===== src/rtl/adcc_cfg.svh =====
// Register offsets, field positions, reset values and timing counts
`ifndef ADCC_CFG_SVH
`define ADCC_CFG_SVH
`define ADCC_OFS_CTRL 5'h00
`define ADCC_OFS_CLK 5'h04
`define ADCC_OFS_RHI 5'h08
`define ADCC_OFS_RLO 5'h0C
`define ADCC_OFS_STAT 5'h10
`define ADCC_OFS_IEN 5'h14
`define ADCC_CTRL_START 7
`define ADCC_CTRL_PEND 6
`define ADCC_CTRL_SEL_HI 5
`define ADCC_CTRL_SEL_LO 3
`define ADCC_CTRL_CH_HI 2
`define ADCC_CTRL_CH_LO 0
`define ADCC_STAT_DONE 0
`define ADCC_STAT_LATE 1
`define ADCC_IEN_CONV 0
`define ADCC_IEN_LATE 1
`define ADCC_IEN_GROUP 2
`define ADCC_IEN_GLOBAL 3
`define ADCC_SEL_RST 3'h0
`define ADCC_CH_RST 3'h0
`define ADCC_CLK_RST 2'h0
`define ADCC_IEN_RST 4'h0
`define ADCC_INSTR_CLKS 4
`define ADCC_START_WINDOW_INSTR 10
`define ADCC_START_WINDOW_CLKS (`ADCC_START_WINDOW_INSTR * `ADCC_INSTR_CLKS)
`define ADCC_DIV_BASE 4
`define ADCC_MSB 4'hB
`endif


===== src/rtl/adcc_pkg.sv =====
// Types shared by the converter control block
package adcc_pkg;
  typedef struct packed {
    logic read;
    logic write;
    logic [4:0] address;
    logic [31:0] writedata;
  } adcc_avs_req_t;
  typedef struct packed {
    logic [31:0] readdata;
    logic waitrequest;
  } adcc_avs_rsp_t;
  typedef struct packed {
    logic power;
    logic [2:0] channel;
    logic reset;
    logic [11:0] trial;
  } adcc_ana_t;
  typedef enum logic [1:0] {ST_IDLE, ST_RESET, ST_CONV} adcc_phase_t;
  typedef struct packed {
    logic comp_meta;
    logic comp_sync;
    logic ack;
    logic [31:0] readdata;
    logic start;
    logic [2:0] sel;
    logic [2:0] ch;
    logic pending;
    logic [1:0] clk_sel;
    logic [11:0] result;
    logic [11:0] sar;
    logic [3:0] bit_idx;
    logic [4:0] div_cnt;
    logic [5:0] win_cnt;
    logic st_done;
    logic st_late;
    logic [3:0] ien;
    adcc_phase_t phase;
  } adcc_state_t;
endpackage : adcc_pkg


===== src/rtl/adcc_top.sv =====
// Converter control: registers, start sequencing, successive approximation
// Contract
// - Clearing the channel-selection bits needs no re-initialisation pulse.
// - Zero channel-selection bits power the converter down.
// - Pending flag is high while converting, low when done; software polls it.
// - Result is offered as upper and lower bytes, readable in either order.
// - Conversion end sets the request flag; the handler writes it to zero.
// - Interrupt needs converter, group and global enables all set; the late-start request here needs only the global and late enables.
// - Clock select pattern 01 gives system clock divided by eight.
// - Control value 0x20 powers up and connects input zero.
// - Result is 12 bits, full scale codes all ones.
// - Half-step input offset shifts code transitions; last one 1.5 steps below.
// - One instruction cycle is four system clocks.
// - Upper byte holds bits 11..4; lower byte bits 3..0 in its upper nibble.
// - Conversion clock is system clock over a ratio from two select bits.
//
// Decided for this implementation: the register addresses and the Avalon-MM register port.
`include "adcc_cfg.svh"
`timescale 1ns/10ps
`default_nettype none
module adcc_top #(
  parameter int NUM_CH = 6
) (
  input wire logic CLK,
  input wire logic RSTN,
  input wire adcc_pkg::adcc_avs_req_t AVS_REQ,
  output adcc_pkg::adcc_avs_rsp_t AVS_RSP,
  output logic IRQ,
  output adcc_pkg::adcc_ana_t ANA,
  input wire logic COMP_IN
);
  import adcc_pkg::*;

  adcc_state_t s;
  adcc_state_t next_s;
  logic req;
  logic wr;
  logic rd;
  logic fin;
  logic [11:0] fin_code;
  logic launch;

  // Channel field is three bits wide, so more inputs cannot be addressed
  if (NUM_CH < 1 || NUM_CH > 8) begin : g_chk
    $error("NUM_CH must lie between 1 and 8");
  end

  // Last count of the conversion clock divider for a select code
  function automatic logic [4:0] div_last(input logic [1:0] sel);
    div_last = 5'((`ADCC_DIV_BASE << sel) - 1);
  endfunction : div_last

  // Register read decode; unmapped offsets read as zero
  function automatic logic [31:0] read_mux(input logic [4:0] a, input adcc_state_t st);
    read_mux = 32'h0;
    case (a)
      `ADCC_OFS_CTRL: read_mux = {24'h0, st.start, st.pending, st.sel, st.ch};
      `ADCC_OFS_CLK: read_mux = {30'h0, st.clk_sel};
      `ADCC_OFS_RHI: read_mux = {24'h0, st.result[11:4]};
      `ADCC_OFS_RLO: read_mux = {24'h0, st.result[3:0], 4'h0};
      `ADCC_OFS_STAT: read_mux = {30'h0, st.st_late, st.st_done};
      `ADCC_OFS_IEN: read_mux = {28'h0, st.ien};
      default: read_mux = 32'h0;
    endcase
  endfunction : read_mux

  // Next-state logic for bus slave, sequencer and flags
  always_comb begin
    logic [2:0] w_sel;
    logic w_start;
    logic [3:0] nb;
    w_sel = AVS_REQ.writedata[`ADCC_CTRL_SEL_HI:`ADCC_CTRL_SEL_LO];
    w_start = AVS_REQ.writedata[`ADCC_CTRL_START];
    nb = s.bit_idx - 4'h1;
    next_s = s;
    fin = 1'b0;
    fin_code = s.sar;
    launch = 1'b0;
    // Two-stage synchroniser on the comparator pin
    next_s.comp_meta = COMP_IN;
    next_s.comp_sync = s.comp_meta;
    // One wait state per access; readdata is ready in the ack cycle
    req = AVS_REQ.read | AVS_REQ.write;
    next_s.ack = req & ~s.ack;
    wr = AVS_REQ.write & s.ack;
    rd = AVS_REQ.read & s.ack;
    if (req && !s.ack) begin
      next_s.readdata = read_mux(AVS_REQ.address, s);
    end
    if (s.phase == ST_RESET && s.win_cnt != 6'h3F) begin
      next_s.win_cnt = s.win_cnt + 6'h1;
    end
    unique case (s.phase)
      ST_IDLE: begin
      end
      ST_RESET: begin
      end
      ST_CONV: begin
        if (s.div_cnt == div_last(s.clk_sel)) begin
          next_s.div_cnt = 5'h0;
          // trial bit kept when input is at or above it
          if (!s.comp_sync) begin
            fin_code[s.bit_idx] = 1'b0;
          end
          next_s.sar = fin_code;
          if (s.bit_idx == 4'h0) begin
            // result, flag and request move together
            fin = 1'b1;
            next_s.result = fin_code;
            next_s.pending = 1'b0;
            next_s.phase = ST_IDLE;
          end else begin
            next_s.bit_idx = nb;
            next_s.sar[nb] = 1'b1;
          end
        end else begin
          next_s.div_cnt = s.div_cnt + 5'h1;
        end
      end
    endcase
    // Register writes take effect in the ack cycle
    if (wr) begin
      case (AVS_REQ.address)
        `ADCC_OFS_CTRL: begin
          next_s.ch = AVS_REQ.writedata[`ADCC_CTRL_CH_HI:`ADCC_CTRL_CH_LO];
          next_s.sel = w_sel;
          next_s.start = w_start;
          if (w_sel != s.sel) begin
            next_s.phase = ST_IDLE;
            // deselect ends cleanly; reselect waits for a start pulse
            next_s.pending = (w_sel != 3'h0);
          end
          if (w_start && !s.start && w_sel != 3'h0) begin
            next_s.phase = ST_RESET;
            next_s.pending = 1'b1;
            next_s.win_cnt = 6'h0;
          end
          if (!w_start && s.start && s.phase == ST_RESET && w_sel != 3'h0) begin
            launch = 1'b1;
            next_s.phase = ST_CONV;
            next_s.sar = 12'h800;
            next_s.bit_idx = `ADCC_MSB;
            next_s.div_cnt = 5'h0;
          end
          if (w_sel == 3'h0) begin
            next_s.phase = ST_IDLE;
            next_s.pending = 1'b0;
          end
        end
        `ADCC_OFS_CLK: next_s.clk_sel = AVS_REQ.writedata[1:0];
        `ADCC_OFS_STAT: begin
          next_s.st_done = s.st_done & AVS_REQ.writedata[`ADCC_STAT_DONE];
          next_s.st_late = s.st_late & AVS_REQ.writedata[`ADCC_STAT_LATE];
        end
        `ADCC_OFS_IEN: next_s.ien = AVS_REQ.writedata[3:0];
        default: begin
        end
      endcase
    end
    // Reading the status register clears both flags
    if (rd && AVS_REQ.address == `ADCC_OFS_STAT) begin
      next_s.st_done = 1'b0;
      next_s.st_late = 1'b0;
    end
    // Set beats clear so no end event is lost
    if (fin) begin
      next_s.st_done = 1'b1;
    end
    // a late falling step is reported but still honoured
    if (launch && s.win_cnt >= 6'(`ADCC_START_WINDOW_CLKS)) begin
      next_s.st_late = 1'b1;
    end
  end

  // State register with synchronous reset
  always_ff @(posedge CLK) begin
    if (!RSTN) begin
      next_s_reset();
    end else begin
      s <= next_s;
    end
  end

  task automatic next_s_reset();
    s <= '0;
    s.sel <= `ADCC_SEL_RST;
    s.ch <= `ADCC_CH_RST;
    s.clk_sel <= `ADCC_CLK_RST;
    s.ien <= `ADCC_IEN_RST;
    s.phase <= ST_IDLE;
  endtask : next_s_reset

  // Bus answer; waitrequest is combinational so the master sees one wait
  assign AVS_RSP.readdata = s.readdata;
  assign AVS_RSP.waitrequest = req & ~s.ack;

  // three enables gate the end-of-conversion request
  assign IRQ = s.ien[`ADCC_IEN_GLOBAL]
      & ((s.st_done & s.ien[`ADCC_IEN_CONV] & s.ien[`ADCC_IEN_GROUP])
      | (s.st_late & s.ien[`ADCC_IEN_LATE]));

  // analog side powered only with a nonzero selection
  // control 0x20 powers up with input zero connected
  // half-step offset lives in the analog trial reference
  assign ANA.power = (s.sel != 3'h0);
  assign ANA.channel = s.ch;
  assign ANA.reset = (s.phase == ST_RESET);
  assign ANA.trial = s.sar;
endmodule : adcc_top
`default_nettype wire


===== config.mk =====
export PLATFORM = sky130hd
export DESIGN_NAME = adcc_top
export DESIGN_NICKNAME = d
export VERILOG_FILES = /design/src/rtl/adcc_pkg.sv /design/src/rtl/adcc_top.sv
export VERILOG_INCLUDE_DIRS = /design/src /design/src/rtl
export SDC_FILE = /design/constraint.sdc
export NUM_CORES = 1
export LEC_CHECK = 0
export BUFFER_PORTS_ARGS = -buffer_cell sky130_fd_sc_hd__buf_4
export CORE_AREA = 2 2 114 116
export DETAILED_ROUTE_END_ITERATION = 12
export DIE_AREA = 0 0 116 118
export PLACE_DENSITY = 0.55
export RECOVER_POWER = 100
export SYNTH_ARGS = -nofsm -noshare
export SYNTH_HDL_FRONTEND = slang
export SYNTH_SLANG_ARGS = --single-unit
export TNS_END_PERCENT = 30

===== constraint.sdc =====
create_clock -name CLK -period 3.2 [get_ports CLK]
set_input_delay 0.8 -clock CLK [delete_from_list [all_inputs] [get_ports CLK]]
set_output_delay 0.8 -clock CLK [all_outputs]
set_load 0.02 [all_outputs]

# Word-level counts from Yosys, hierarchy flattened
# Index checks and enable logic that the tools add are counted.
dict set report word_totals {
  ff_bits 92
  inputBits 42
  output_inout_bits 51
  elab_cells 127
}
dict set report op_classes {
  add_sub_neg 4
  n_lt_le_gt_ge 5
  n_eq_ne 10
  shift 1
  mux 45
  bitwise 15
  reduce_logical 29
}
# op n
set ops {}
lappend ops {{$pmux W8 S6} 1}
lappend ops {{$mux W21} 2}
lappend ops {{$mux W12} 3}
lappend ops {{$mux W35} 1}
lappend ops {{$mux W16} 2}
lappend ops {{$mux W27} 1}
lappend ops {{$mux W2} 11}
lappend ops {{$reduce_bool A3 Y1} 6}
lappend ops {{$mux W1} 17}
lappend ops {{$and A12 B12 Y12} 1}
lappend ops {{$mux W6} 2}
lappend ops {{$not A12 Y12} 1}
lappend ops {{$or A12 B12 Y12} 1}
lappend ops {{$logic_and A1 B1 Y1} 11}
lappend ops {{$eq A5 B4 Y1 const B} 2}
lappend ops {{$eq A5 B5 Y1 const B} 2}
lappend ops {{$lt A4 B5 Y1 const B} 2}
lappend ops {{$reduce_and A2 Y1} 5}
lappend ops {{$and A1 B1 Y1} 9}
lappend ops {{$demux W1 S4} 2}
lappend ops {{$ge A4 B1 Y1 const B} 2}
lappend ops {{$add A6 B1 Y6 const B} 1}
lappend ops {{$ge A6 B6 Y1 const B} 1}
lappend ops {{$ne A6 B6 Y1 const B} 1}
lappend ops {{19 further kinds} 22}

# Depth between registers and ports, before layout
dict set report depth {
  depth_word 18
  ltp_mapped 9
  mapped_depth_nobuf 7
}

# Least setup slack after synthesis
# Ideal clock, no wire load.
dict set report synth_timing {
  path_type {input to register}
  startpoint {input port AVS_REQ[34] (netlist name)}
  endpoint {register s, in the netlist ANA[3]}
  setup_time_ns 0.130
  arrival_time_ns 2.273
  required_time_ns 3.070
  setup_slack_ns 0.797
  cell_stages 7
  path_buffers 2
  path_cell_list {buf_6 > or4_4 > nor4_4 > nor2_2 > buf_6 > o211ai_1 > o31ai_1}
}
dict set report synth_via {
  elab_chain_cells 3
}
# element line_no
set synth_lines {}
lappend synth_lines {{from (decl)} adcc_top.sv:26} ;# input wire adcc_pkg::adcc_avs_req_t AVS_REQ,
lappend synth_lines {{$logic_not A5 Y1} adcc_top.sv:123} ;# case (AVS_REQ.address)
lappend synth_lines {{$mux W27} adcc_top.sv:123}
lappend synth_lines {{$mux W35} adcc_top.sv:122} ;# if (wr) begin
lappend synth_lines {{to (signal assigned)} adcc_top.sv:180} ;# s <= next_s;
lappend synth_lines {{to (decl)} adcc_top.sv:34} ;# adcc_state_t s;
# Every way passes these cells. The select of a mux whose other input is x is not followed.
# A chain may end at the register's enable or synchronous reset.

# Worst setup path after layout
dict set report layout_timing {
  startpoint {input port AVS_REQ[34] (netlist name)}
  endpoint {register s, in the netlist ANA[7]}
}
# The elaborated chain is that of the path after synthesis.

==> metrics.txt <==
die area=13700 um^2; Post-synth EDFFs=0; Setup crit end kind=register; DIE WIDTH=116 um; first-pass GRT wire length=about 14000 um; Sw Share=21.6%; post-synth top area cell=dfxtp_1; top_reg_cell synth=dfxtp_1; CTS Buf Count=9; part of the power in the clock network=~55%; P per Cell Area=520 nW/um^2; Clk Latency, worst-skew pair=approximately 0.33 ns; Max Fanout on Critical Path=18; number of nets in the layout=a little under 500; Comb power frac=under 10%; Slowest cell on crit path=or4_1; IO Pins=93; Seq/Total Area, Yosys=37.4%; Final Skew=0.00675 ns; Seq. cell area=1360 um^2; Hold Path Class=register to register; clock tree buffer depth=2; CP Capture Point=ANA[7]; RePlAce Congestion=0.861; Crit Path Class=primary input to register; Via Count=slightly above 3000; Port Buffers=43; area grow syn2layout=11.9%; RSZ-0062 raised after global routing=false; IR drop worst, VDD=between 0.0002 and 0.0003 V; final worst path period need=2.81 ns; largest net degree at the start of global routing=25; worst hold slack=approximately 0.44 ns; Clock transition at path regs=approximately 0.050 ns; commonest non-fill, non-tap cell in the layout=dfxtp_1; worst path required time=about 3.4 ns; Synth top area share=37.4%; Worst path max stage delay=between 0.7 and 0.8 ns; worst reg2reg path depth=7; Fin Setup TNS=0 ns; Area contributors post-synth=dfxtp_1 (37%), buf_4 (9.9%), mux2i_1 (4.7%), a21oi_1 (4.3%), nand2_1 (4.0%); Setup Fix Bufs, Post-CTS=0; max-slew violation count=0; ANT nets after route=0; Fin. Hold Viols=0; Least-Margin Pin Slew=a little under 0.8 ns; Starting Density=29.3%; initial antenna violation count=0; reg2reg start=s[19]; CP Cell Sequence=clkbuf_1, or4_1, nor4_1, nor2_2, o311ai_0, o31ai_1; TritonCTS clock tree=built; htree depth=3; global route overflow=0; post-cts hold buffer count=0; num rows=41; Warnings, synthesis=0; fin cells=621; CTS sink count=68; Async SR Flop Fraction=0%; Tcrit/Tclk final=between 80% and 90%; drt first pass iters=4; max-cap viol count=0; flops & latches, synth=68; Placed Cells incl. Taps=605; Post-Synthesis Cells=about 430; pre-CTS WS=0.590 ns; sequential share of power=40.3%; Ant. Diodes=0; Sw Pwr=0.000458 W; Startpoint Class=primary input; setup ws final=0.387 ns; CTS root buffer=clkbuf_16; Cell variety after synth=59; # setup viols final=0; Final HPWL DP=about 6500 um; area of the multi-input gates=1850 um^2; drt total wl=8820 um; WL/cell=14.2 um; initial detailed-routing violation count=roughly 160; Pleak=about 1.4 nW; Die Y=approximately 120 um; most frequent cells in the layout=dfxtp_1 (68), nand2_1 (39), nor2_1 (36); cell area after synthesis=3640 um^2; reg-to-reg critical path endpoint=s[36]; vias in the first global route=between 2000 and 3000; CTS-repair resized insts=0; post-DR vias/cell=roughly 4.9; Worst EP arrival=3.00 ns; fmax=0.356 GHz; Internal=0.00166 W; r2r setup slk=0.77 ns; Critical Path Start=AVS_REQ[34]; syn_area_per_cell=between 8 and 9 um^2; slew margin rel.=48.2%; GRT Total Usage=13.3%; total power=roughly 0.0021 W; core footprint=12400 um^2; fraction of layout cells with a size suffix above 1=about a tenth; status=finished, final reports clean; Fill cells=1370; drt drc=0
Yosys cell counts (10+ instances only):
master    instances
nand3_1          16
clkbuf_1         12
a21oi_1          31
dfxtp_1          68
o21ai_0          13
mux2i_1          17
inv_1            10
nand2_1          39
nor2_1           36
o211ai_1         11
buf_4            48
critical path: cells and delay by family:
family,cells,cell delay [ns]
and+or+nand+nor,3,1.54
buffers and inverters,1,0.33
AOI/OAI and AO/OA,2,0.33
worst min path at each step:
stage / start / endpoint / slack [ns] / depth (start not counted)
2_1_floorplan: next_s[90] / s[90] / 0.41 / 1
3_3_place_gp: next_s[90] / s[90] / 0.43 / 1
3_5_place_dp: next_s[90] / s[90] / 0.43 / 1
4_1_cts: next_s[90] / s[90] / 0.44 / 1
5_1_grt: s[42] / s[42] / 0.47 / 2
6_report: next_s[90] / s[90] / 0.44 / 1
layer usage:
| metal | up-vias | GRT usage [%] | part of all wire [%] |
|---|---|---|---|
| li1 | 1486 | - | - |
| met1 | 1443 | 18.3 | 47 |
| met2 | 78 | 20.1 | 47 |
| met3 | 12 | 1.91 | 4.0 |
| met4 | 0 | 6.70 | 1.8 |
| met5 | - | 0 | 0 |
metrics by stage:
stage	util, %	area [um^2]
6_report	32.8	4070
5_1_grt	32.8	4070
4_1_cts	34.0	4220
3_5_place_dp	31.1	3870
3_3_place_gp	31.1	3870
2_1_floorplan	-	3720
area by class of cell:
type | instances | area share (%)
well taps | 172 | 5.29
multi-input cells | 304 | 45.4
flip-flops and latches | 68 | 33.4
clock buffers | 10 | 5.87
inverters | 11 | 1.01
repair buffers | 50 | 6.27
clock inverters | 6 | 2.74
power groups by stage:
stage                     clock (W)  combinational (W)  sequential, W
final                       0.00116          0.0000980       0.000852
after global routing        0.00122           0.000107       0.000852
after CTS                   0.00118           0.000103       0.000852
after detailed placement          0           0.000102       0.000871
after global placement            0           0.000102       0.000871
after floorplan                   0          0.0000923       0.000870
logic make-up after synthesis:
group / share of synthesized area, %
buffers and inverters: 13.4
XOR/XNOR: 2.65
adder cells (fa/ha/maj): 2.41
other: 0.103
AND/OR/NAND/NOR: 20.1
flip-flops: 37.4
multiplexers: 5.92
AO/OA/AOI/OAI: 18.0
state kept, by name (all words and copies together), names as in the netlist:
name	count
ANA	15
AVS_RSP	8
next_s	1
s	44
Power figures use the tool's default switching activity.
